## config.mk

```make
export PLATFORM = sky130hd
export DESIGN_NAME = bcs_bus_status
export DESIGN_NICKNAME = d
export VERILOG_FILES = /design/src/core/bcs_pkg.sv /design/src/core/bcs_sync3.sv /design/src/core/bcs_clk_div.sv /design/src/core/bcs_bus_status.sv
export SDC_FILE = /design/constraint.sdc
export NUM_CORES = 1
export LEC_CHECK = 0
export BUFFER_PORTS_ARGS = -buffer_cell sky130_fd_sc_hd__buf_2
export CORE_MARGIN = 1
export CORE_UTILIZATION = 58
export CTS_BUF_LIST = sky130_fd_sc_hd__clkbuf_4 sky130_fd_sc_hd__clkbuf_8
export DETAILED_ROUTE_END_ITERATION = 10
export PLACE_DENSITY = 0.88
export SLEW_MARGIN = 20
export SYNTH_ARGS = -nofsm -noshare
export SYNTH_HDL_FRONTEND = slang
export SYNTH_SLANG_ARGS = --single-unit
```

## constraint.sdc

```tcl
create_clock -name clk -period 3.9 [get_ports clk]
set_clock_uncertainty 0.05 [all_clocks]
set_input_delay 0.585 -clock clk [delete_from_list [all_inputs] [get_ports clk]]
set_output_delay 0.585 -clock clk [all_outputs]
set_load 0.02 [all_outputs]
```

## src/core/bcs_pkg.sv

```systemverilog
package bcs_pkg;

   // ============================================================
   // Cycle type codes
   typedef enum logic [2:0] {
      CYC_INTA  = 3'h0,
      CYC_IORD  = 3'h1,
      CYC_IOWR  = 3'h2,
      CYC_HALT  = 3'h3,
      CYC_FETCH = 3'h4,
      CYC_MEMRD = 3'h5,
      CYC_MEMWR = 3'h6,
      CYC_IDLE  = 3'h7
   } bcs_cycle_t;

   // ============================================================
   // Address map and upper block window
   localparam int ADDR_W = 20;
   localparam logic [19:0] UPPER_RESET_BASE = 20'hF0000;
   localparam logic [19:0] UPPER_RESET_SIZE = 20'h10000;
   localparam logic [19:0] UPPER_MAX_SIZE = 20'h80000;
   localparam int HINT_TOP_BIT = 19;
   localparam int HINT_LOW_BIT = 16;

   // ============================================================
   // Clock
   localparam real CLK_PERIOD_NS = 4.0;
   localparam int CLK_DIV_FACTOR = 2;

endpackage

```

## src/core/bcs_sync3.sv

```systemverilog
`timescale 1ns/100ps
`default_nettype none
module bcs_sync3 #(
   parameter int W = 1,
   parameter logic [W-1:0] INIT = '1
)
(
   input wire logic clk,
   input wire logic rstn,
   input wire logic [W-1:0] din,
   output logic [W-1:0] dout
);
   logic [W-1:0] s1;
   logic [W-1:0] s2;
   logic [W-1:0] s3;

   // ============================================================
   // Three stages; a change counts once stages two and three agree.
   // The stages keep shifting while reset is low, because straps are only
   // driven during reset and must be settled by the time it is released.
   always_ff @(posedge clk)
   begin
      s1 <= din;
      s2 <= s1;
      s3 <= s2;
      if (!rstn || s2 == s3)
         dout <= s3;
   end
endmodule
`default_nettype wire

```

## src/core/bcs_clk_div.sv

```systemverilog
`timescale 1ns/100ps
`default_nettype none
module bcs_clk_div
(
   input wire logic clk,
   input wire logic rstn,
   input wire logic halve,
   output logic clkEn
);
   logic phase;

   // ============================================================
   // Processor clock enable: every edge, or every second edge when halved.
   always_ff @(posedge clk)
   begin
      if (!rstn)
         phase <= 1'b0;
      else
         phase <= ~phase;
   end

   assign clkEn = ~halve | phase;
endmodule
`default_nettype wire

```

## src/core/bcs_bus_status.sv

```systemverilog
// Summary of operation
// [RULE1] Drive three-bit cycle type code; all ones means passive bus.
// [RULE2] Float cycle type outputs during bus hold or hold acknowledge.
// [RULE3] DMA flag high in phases two to four of DMA cycles, else low.
// [RULE4] Float DMA flag during bus hold and reset.
// [RULE5] Sample clock-halving strap at reset release; low halves processor clock.
// [RULE6] Synchronous ready is active high, sampled directly on processor clock.
// [RULE7] System ties synchronous ready high, or low to defer to async ready.
// [RULE8] Upper select low inside upper block; held high during bus hold.
// [RULE9] Software sets upper block base and size, at most 512 kilobytes.
// [RULE10] After reset upper block is the top 64 kilobytes of memory.
// [RULE11] Both float requests low at reset release float every pin until reset.
// [RULE12] Upper select pin keeps driving during bus hold.
// [RULE13] Vector hint is OR of inverted top address bits, held all cycle.
// [RULE14] Vector hint pin low at reset release enters clock test mode.
// [RULE15] High-byte write enable is OR of high-byte enable and write strobe.
// [RULE16] Low-byte write enable is OR of address bit zero and write strobe.
// [RULE17] Eight-bit variant drives one write enable with early address timing.
// [RULE18] Write strobe asserts for writes; floats in bus hold and reset.
// [RULE19] All float and hold behaviour comes from one bus-grant state. Strap float mode is driven from floatMode instead, not from the grant state.
`timescale 1ns/100ps
`default_nettype none
module bcs_bus_status
   import bcs_pkg::*;
#(
   parameter bit BYTE_BUS = 1'b0
)
(
   input wire logic clk,
   input wire logic rstn,
   input wire logic cycleStart,
   input wire bcs_pkg::bcs_cycle_t cycleType,
   input wire logic cycleDma,
   input wire logic [bcs_pkg::ADDR_W-1:0] cycleAddr,
   input wire logic highByteEnable_n,
   input wire logic holdReq,
   input wire logic syncReadyIn,
   input wire logic asyncReadyIn,
   input wire logic [bcs_pkg::ADDR_W-1:0] upperBase,
   input wire logic [bcs_pkg::ADDR_W-1:0] upperSize,
   input wire logic upperLoad,
   input wire logic clockHalvingStrapIn,
   input wire logic floatRequestAIn,
   input wire logic floatRequestBIn,
   input wire logic vectorTableHintIn,
   output logic holdAck,
   output logic cycleDone,
   output logic busy,
   output logic clockHalved,
   output logic clockTestMode,
   output logic floatMode,
   output logic [2:0] cycleTypeCode,
   output logic [2:0] cycleTypeCodeOe,
   output logic dmaCycleFlag,
   output logic dmaCycleFlagOe,
   output logic upperMemorySelect_n,
   output logic upperMemorySelectOe,
   output logic vectorTableHint,
   output logic vectorTableHintOe,
   output logic highByteWriteEnable_n,
   output logic highByteWriteEnableOe,
   output logic lowByteWriteEnable_n,
   output logic lowByteWriteEnableOe,
   output logic writeStrobe_n,
   output logic writeStrobeOe
);
   import bcs_pkg::*;

   typedef enum logic [2:0] {T1, T2, T3, T4, IDLE} bcs_phase_t;

   // ============================================================
   // Strap capture
   logic [3:0] strapSync;
   logic rstnSeen;
   logic procEn;

   bcs_sync3 #(.W(4), .INIT(4'hF)) u_strap_sync (
      .clk(clk),
      .rstn(rstn),
      .din({clockHalvingStrapIn, floatRequestAIn, floatRequestBIn, vectorTableHintIn}),
      .dout(strapSync)
   );

   // Straps are latched on the first clock after reset release, taking the
   // synchronised level that the pins held while reset was low.
   always_ff @(posedge clk)
   begin
      if (!rstn)
      begin
         rstnSeen <= 1'b0;
         clockHalved <= 1'b0;
         floatMode <= 1'b0;
         clockTestMode <= 1'b0;
      end
      else if (!rstnSeen)
      begin
         rstnSeen <= 1'b1;
         clockHalved <= ~strapSync[3]; // RULE5
         floatMode <= ~strapSync[2] & ~strapSync[1]; // RULE11
         clockTestMode <= ~strapSync[0]; // RULE14
      end
   end

   bcs_clk_div u_clk_div (
      .clk(clk),
      .rstn(rstn),
      .halve(clockHalved), // RULE5
      .clkEn(procEn)
   );

   // ============================================================
   // Upper block configuration
   logic [ADDR_W-1:0] upBase;
   logic [ADDR_W-1:0] upSize;
   wire [ADDR_W-1:0] clampSize = (upperSize > UPPER_MAX_SIZE) ? UPPER_MAX_SIZE : upperSize;

   always_ff @(posedge clk)
   begin
      if (!rstn)
      begin
         upBase <= UPPER_RESET_BASE; // RULE10
         upSize <= UPPER_RESET_SIZE;
      end
      else if (upperLoad)
      begin
         upBase <= upperBase; // RULE9
         upSize <= clampSize;
      end
   end

   function automatic logic inUpper(input logic [ADDR_W-1:0] a, input logic [ADDR_W-1:0] b,
                                    input logic [ADDR_W-1:0] s);
      logic [ADDR_W:0] top;
      top = {1'b0, b} + {1'b0, s};
      return ({1'b0, a} >= {1'b0, b}) && ({1'b0, a} < top);
   endfunction

   // ============================================================
   // Bus cycle sequencer
   bcs_phase_t phase;
   bcs_phase_t next_phase;
   logic granted;
   bcs_cycle_t curType;
   logic curDma;
   logic [ADDR_W-1:0] curAddr;
   logic curBhe_n;

   // Ready: sync ready taken directly, async ready two stages later.
   logic asyncR1;
   logic asyncR2;
   always_ff @(posedge clk)
   begin
      if (!rstn)
      begin
         asyncR1 <= 1'b0;
         asyncR2 <= 1'b0;
      end
      else
      begin
         asyncR1 <= asyncReadyIn;
         asyncR2 <= asyncR1;
      end
   end
   wire ready = syncReadyIn | asyncR2; // RULE6 RULE7

   // Hold wins over a start requested in the same cycle, so no cycle runs granted.
   wire startOk = cycleStart && !granted && !holdReq && !floatMode;
   wire grantNow = holdReq && (phase == IDLE);
   wire releaseNow = !holdReq && granted;

   always_comb
   begin
      next_phase = phase;
      unique case (phase)
         IDLE: if (startOk) next_phase = T1;
         T1: next_phase = T2;
         T2: next_phase = T3;
         T3: if (ready) next_phase = T4;
         T4: next_phase = IDLE;
      endcase
   end

   always_ff @(posedge clk)
   begin
      if (!rstn)
      begin
         phase <= IDLE;
         granted <= 1'b0;
         curType <= CYC_IDLE;
         curDma <= 1'b0;
         curAddr <= '0;
         curBhe_n <= 1'b1;
      end
      else if (procEn)
      begin
         phase <= next_phase;
         if (grantNow)
            granted <= 1'b1; // RULE19
         else if (releaseNow)
            granted <= 1'b0;
         if (phase == IDLE && startOk)
         begin
            curType <= cycleType;
            curDma <= cycleDma;
            curAddr <= cycleAddr;
            curBhe_n <= highByteEnable_n;
         end
      end
   end

   // ============================================================
   // Output decode from the next state, so every pin is a flip-flop
   wire nextActive = next_phase != IDLE;
   wire [ADDR_W-1:0] nAddr = (phase == IDLE) ? cycleAddr : curAddr;
   bcs_cycle_t nType;
   assign nType = (phase == IDLE) ? cycleType : curType;
   wire nDma = (phase == IDLE) ? cycleDma : curDma;
   wire nBhe_n = (phase == IDLE) ? highByteEnable_n : curBhe_n;
   wire nGrant = grantNow ? 1'b1 : (releaseNow ? 1'b0 : granted);
   wire isWrite = (nType == CYC_MEMWR) || (nType == CYC_IOWR);
   wire nWr_n = ~(nextActive && isWrite && (next_phase == T2 || next_phase == T3)); // RULE18
   wire nLate = next_phase == T2 || next_phase == T3 || next_phase == T4;
   wire nUpper = nextActive && (nType inside {CYC_FETCH, CYC_MEMRD, CYC_MEMWR})
                 && inUpper(nAddr, upBase, upSize);
   wire nHint = |(~nAddr[HINT_TOP_BIT:HINT_LOW_BIT]); // RULE13
   // Float mode takes effect on the same edge at which the straps are latched.
   wire nFloat = rstnSeen ? floatMode : (~strapSync[2] & ~strapSync[1]);
   wire drive = !nFloat; // RULE11
   wire busDrive = drive && !nGrant; // RULE19

   always_ff @(posedge clk)
   begin
      if (!rstn)
      begin
         cycleTypeCode <= CYC_IDLE;
         cycleTypeCodeOe <= 3'h0;
         dmaCycleFlag <= 1'b0;
         dmaCycleFlagOe <= 1'b0; // RULE4
         upperMemorySelect_n <= 1'b1;
         upperMemorySelectOe <= 1'b1;
         vectorTableHint <= 1'b1;
         vectorTableHintOe <= 1'b0;
         highByteWriteEnable_n <= 1'b1;
         highByteWriteEnableOe <= 1'b0; // RULE15
         lowByteWriteEnable_n <= 1'b1;
         lowByteWriteEnableOe <= 1'b0; // RULE16 RULE17
         writeStrobe_n <= 1'b1;
         writeStrobeOe <= 1'b0; // RULE18
         holdAck <= 1'b0;
         cycleDone <= 1'b0;
         busy <= 1'b0;
      end
      else if (procEn)
      begin
         cycleTypeCode <= nextActive ? nType : CYC_IDLE; // RULE1
         cycleTypeCodeOe <= {3{busDrive}}; // RULE2
         dmaCycleFlag <= nDma && nLate; // RULE3
         dmaCycleFlagOe <= busDrive; // RULE4
         upperMemorySelect_n <= nGrant ? 1'b1 : ~nUpper; // RULE8 RULE10
         upperMemorySelectOe <= drive; // RULE12
         vectorTableHint <= nextActive ? nHint : vectorTableHint; // RULE13
         vectorTableHintOe <= drive;
         if (BYTE_BUS)
         begin
            highByteWriteEnable_n <= 1'b1;
            // Single byte enable follows the early address timing, whole cycle.
            lowByteWriteEnable_n <= ~(nextActive && isWrite); // RULE17
         end
         else
         begin
            highByteWriteEnable_n <= nBhe_n | nWr_n; // RULE15
            lowByteWriteEnable_n <= nAddr[0] | nWr_n; // RULE16
         end
         highByteWriteEnableOe <= busDrive && !BYTE_BUS;
         lowByteWriteEnableOe <= busDrive;
         writeStrobe_n <= nWr_n; // RULE18
         writeStrobeOe <= busDrive; // RULE18
         holdAck <= nGrant;
         cycleDone <= phase == T4;
         busy <= nextActive;
      end
      else
         cycleDone <= 1'b0;
   end
endmodule
`default_nettype wire

```

* Word level (Yosys, flattened, before mapping) *
Cells that the tools add are included.

word-level totals
  logic and storage cells = 106
  output and inout bits = 24
  register bits = 107

cells by class
  $lt $le $gt $ge = 3
  bitwise operators = 14
  multiplexer cells = 14
  reduce and logical (&&, ||, !) cells = 29
  add/subtract/negate cells = 1
  eq/ne operators = 13

operators with widths
  operator                number
  $mux W20                2
  $add A20 B20 Y21        1
  $lt A20 B21 Y1          1
  $ge A20 B20 Y1          1
  $gt A20 B20 Y1 const B  1
  $eq A3 B2 Y1 const B    5
  $pmux W3 S5             1
  $logic_and A1 B1 Y1     13
  $eq A3 B3 Y1 const B    4
  $mux W3                 4
  $not A1 Y1              8
  $mux W1                 7
  $eq A3 B1 Y1 const B    2
  $logic_not A1 Y1        6
  $reduce_and A2 Y1       3
  $eq A4 B4 Y1            1
  $logic_or A1 B1 Y1      4
  $not A4 Y4              1
  $or A1 B1 Y1            4
  $reduce_or A4 Y1        1
  $logic_not A3 Y1        1
  $ne A3 B3 Y1 const B    1
  $reduce_bool A3 Y1      1
  $and A1 B1 Y1           1

* Logic depth before layout (Yosys ltp) *
  word-level depth = 11
  depth in mapped cells = 17

* Hierarchy *
From an unflattened synthesis, not the netlist that was laid out.

second synthesis, totals
  cells, all modules = 689
  area, all modules = 5915.7 um^2

by module, submodules not included
  module          cells each  area each (um^2)  instances
  bcs_bus_status  665         5471.5            1
  bcs_sync3       21          411.6             1
  bcs_clk_div     3           32.5              1

* Worst setup path after synthesis *
No wires, ideal clock.

  path kind = register to register
  start point = reg upBase[5]
  end point = reg upperMemorySelect_n
  arrival time = 3.414 ns
  cell stages (with the launch flop) = 15
  library setup time = 0.117 ns
  path buffers = 0
  slack = 0.318 ns
  path through = dfxtp_1 -> ha_1 -> a21o_1 -> a2111oi_4 -> a211oi_1 -> or3_4 -> or2_4 -> a21oi_2 -> xor2_1 -> ha_1 -> a2111oi_0 -> o21ai_0 -> a31oi_1 -> o41ai_1 -> a32o_1

between the ends
  word-level cells in the longest chain between the ends = 6

ends and longest elaborated chain
  item                     line                   text
  start, declared          bcs_bus_status.sv:113  logic [ADDR_W-1:0] upBase;
  start signal, assigned   bcs_bus_status.sv:126  upBase <= upperBase;
  $add A20 B20 Y21         bcs_bus_status.sv:134  top = {1'b0, b} + {1'b0, s};
  $lt A20 B21 Y1           bcs_bus_status.sv:135  return ({1'b0, a} >= {1'b0, b}) && ({1'b0, a} < top);
  $logic_and A1 B1 Y1 (*)  bcs_bus_status.sv:135
  $logic_and A1 B1 Y1 (*)  bcs_bus_status.sv:224  && inUpper(nAddr, upBase, upSize);
  $not A1 Y1 (*)           bcs_bus_status.sv:259  upperMemorySelect_n <= nGrant ? 1'b1 : ~nUpper;
  $mux W1 (*)              bcs_bus_status.sv:259
  end signal, assigned     bcs_bus_status.sv:259
  end, declared            bcs_bus_status.sv:56   output logic upperMemorySelect_n,

Every way passes the cells marked *; elsewhere a longest branch is shown, timed or not.
A chain may end at the register's enable or synchronous reset.

* Worst setup path after layout *
  start point = reg upBase[0]
  end point = reg upperMemorySelect_n

Same word-level chain as after synthesis.

==> results.json <==
{
  "die_h_um": 102,
  "synth.yosys.seq_area_share_pct": 37.0,
  "port_buffers": 99,
  "placed_cells_incl_taps": 871,
  "core_mm2": 0.00977,
  "grt_pass1_wl_mm": 22.4,
  "p_leak_nw": 2.99,
  "async_flop_share_pct": 0,
  "drive_above_1_share_pct": 20.7,
  "cts_hold_buf": 0,
  "hold_class": "primary input to flip-flop",
  "clk_latency_ns": 0.39,
  "path_class": "flip-flop to flip-flop",
  "p_int_mw": 1.67,
  "cp-start-kind": "flip-flop",
  "nNetsFinal": 886,
  "max_stage_delay_ns": 0.39,
  "cts-root-buf": "clkbuf_8",
  "cts_tree": "yes",
  "pwr-share-clk_pct": 28.4,
  "place_hpwl_mm": 10.4,
  "clock-sinks": 106,
  "ioPinCount": 100,
  "viasPerCell": 5.77,
  "routed_wl_mm": 13.7,
  "cp_slowest_cell": "or3_4",
  "vias": 5123,
  "tightest_slew_ns": 0.925,
  "synth_edf_count": 4,
  "std_cell_rows": 36,
  "cts_inserted_buffers": 9,
  "crit_top_cell": "ha_1",
  "comb_power_share_pct": 23.6,
  "crit_chain": "ha_1 -> inv_1 -> fa_2 -> nor2b_1 -> o311ai_4 -> a211oi_2 -> or3_4 -> or2_4 -> a21oi_2 -> xor2_1 -> ha_1 -> a2111oi_2 -> o21ai_0 -> a31oi_1 -> o41ai_1 -> a32o_1",
  "fin_cells": 888,
  "p_seq_share_pct": 48.0,
  "drt_iter0_drc": 193,
  "min_period_ns": 3.70,
  "die-area_mm2": 0.0105,
  "worstPathArrival_ns": 3.95,
  "setup_tns_ns": 0,
  "synth_cell_type_count": 54,
  "cap_violations": 0,
  "n_antenna_cell": 0,
  "status": "finished, final reports clean",
  "grt_util_all_layers_pct": 27.3,
  "grt_pass1_vias": 5006,
  "gp_congestion": 0.894,
  "switching_share_pct": 32.7,
  "cts_max_level": 3,
  "hold_violations": 0,
  "antenna_found_initial": 0,
  "syn_nets": 805,
  "required_ns": 4.14,
  "slew_headroom_pct": 38.3,
  "dr.pass1.iters": 5,
  "areaGrowthSynthToFinish_pct": 13.6,
  "routedWlPerCell_um": 15.5,
  "period_share_pct": 94.9,
  "start_util_pct": 59.7,
  "netSwitchingPower_mw": 0.812,
  "syn_inst": 669,
  "power_density_mw_per_mm2": 374,
  "cts.path.max_buffers": 2,
  "finalMaxSlewViolations": 0,
  "antenna_left": 0,
  "drc": 0,
  "netlist_area_mm2": 0.00584,
  "syn_area_per_cell_um2": 8.73,
  "yosysWarnings": 0,
  "grt_start_max_net_pins": 70,
  "setup.worst_path.end_class": "flip-flop",
  "die_w_um": 102,
  "finalSetupViolCount": 0,
  "overflow": 0,
  "fmax_mhz": 270,
  "ys_ff_latch": 106,
  "cp_max_fo": 3,
  "ys.flop_type": "dfxtp_1",
  "vdd_ir_drop_max_mv": 0.239,
  "clk_pin_slew_ns": 0.12
}
## cells in the final DEF, fill, tap and decap left out, types with 3 or more instances in the layout
cell,instances
o22ai_1,3
nor3_1,5
xnor2_1,8
a211oi_1,3
mux2i_1,21
a31oi_1,5
o2111ai_1,3
inv_6,3
nor4_1,6
a21o_1,14
ha_1,58
o21ai_1,4
clkbuf_8,9
o21ai_0,15
nand2b_1,9
nor2_1,59
o21a_1,6
nand3b_1,3
o211ai_1,6
a21oi_1,76
edfxtp_1,4
and2_1,5
or3_1,3
o41ai_1,3
inv_1,25
buf_2,99
clkinv_8,4
or2_2,3
dfxtp_1,102
nor2b_1,20
nand2_1,82
xor2_1,14
buf_4,6
nand3_1,14
mux2_2,22
nand4_1,8
## path summary, 6_finish.rpt
check	cells past startpoint	end	slack, ns	start
max	16	upperMemorySelect_n	0.20	upBase[0]
min reg2reg	0	u_strap_sync.s2[0]	0.29	u_strap_sync.s1[0]
min	1	u_strap_sync.s1[0]	0.24	vectorTableHintIn
max reg2reg	16	upperMemorySelect_n	0.20	upBase[0]
## synth_stat cells, drive strengths merged (2+ instances only)
library cell	instances	share of area (%)
dfxtp	102	35
nand2	82	5.3
a21oi	77	6.7
ha	59	13
nor2	59	3.8
inv	25	1.6
clkbuf	22	1.4
mux2	22	4.2
mux2i	21	3.6
nor2b	20	2.1
o21ai	19	1.6
a21o	14	1.8
nand3	14	1.2
xor2	14	2.1
buf	13	1.3
nand2b	9	0.96
nand4	8	0.86
xnor2	8	1.2
nor4	6	0.64
o211ai	6	0.77
o21a	6	0.77
a31oi	5	0.54
and2	5	0.54
nor3	5	0.43
a2111oi	4	0.92
a211oi	4	0.51
edfxtp	4	2.1
or2	4	0.47
or3	4	0.51
nand3b	3	0.39
o2111ai	3	0.45
o22ai	3	0.32
o41ai	3	0.45
a41o	2	0.34
o31ai	2	0.26
## metrics by stage
stage                     hold slack [ns]  power, mW  util [%]  setup WS (ns)  area, µm²
after floorplan                     0.260       1.62         -          0.318       5840
after global placement              0.262       1.76      65.3          0.154       6380
after detailed placement            0.262       1.78      65.3         0.0989       6380
after CTS                           0.226       2.48      67.5         0.0749       6600
after global routing                0.223       2.62      67.8       -0.00223       6630
final                               0.237       2.48      67.8          0.198       6630
## metal layers
layer | global-route usage (%) | up-vias | part of all wire [%]
li1 | - | 2506 | -
met1 | 34.3 | 2383 | 44
met2 | 46.9 | 201 | 48
met3 | 4.31 | 33 | 6.4
met4 | 10.4 | 0 | 1.9
met5 | 0 | - | 0
## area by class of cell
class / count / area [µm²]
repair buffers: 105 / 541
well taps: 133 / 166
clock inverters: 7 / 91.3
fillers: 789 / 3140
flip-flops and latches: 106 / 2160
inverters: 26 / 97.6
clock buffers: 9 / 124
multi-input cells: 502 / 3450
## power by group through the flow
stage / Clock, mW / Combinational [mW] / Sequential [mW]
2_1_floorplan: 0 / 0.411 / 1.21
3_3_place_gp: 0 / 0.547 / 1.21
3_5_place_dp: 0 / 0.570 / 1.21
4_1_cts: 0.715 / 0.576 / 1.19
5_1_grt: 0.758 / 0.660 / 1.20
6_report: 0.704 / 0.587 / 1.19
## worst max-delay path, delay by kind of cell, from the launching register on
kind                     cells  cell delay, ns
AND/OR/NAND/NOR              3            0.72
flip-flops                   1            0.35
buffers and inverters        1            0.09
AO/OA/AOI/OAI                8            1.53
adder cells (fa/ha/maj)      3            0.73
XOR/XNOR                     1            0.16
## state kept, by name (all words and copies together) (netlist names), 3 cells and up
name / count
u_strap_sync.s2: 4
u_strap_sync.s3: 4
upBase: 20
u_strap_sync.s1: 4
upSize: 20
curAddr: 20
cycleTypeCode: 3
phase: 3
u_strap_sync.dout: 4
curType: 3
## cells by family (layout without fill, tap and decap cells)
logic type / after synthesis / count (layout) / synth area share [%]
AO/OA/AOI/OAI: 154 / 154 / 16.7
XOR/XNOR: 22 / 22 / 3.30
adder cells (fa/ha/maj): 60 / 60 / 13.0
buffers and inverters: 61 / 147 / 4.41
flip-flops: 106 / 106 / 37.0
multiplexers: 43 / 43 / 7.84
AND/OR/NAND/NOR: 223 / 223 / 17.8
## what timing repair did
action / CTS / global route
setup buffers: 0 / 1
endpoints found under the setup margin: 0 / 1
gates resized for setup: 0 / 5
Power figures use the tool's default switching activity.
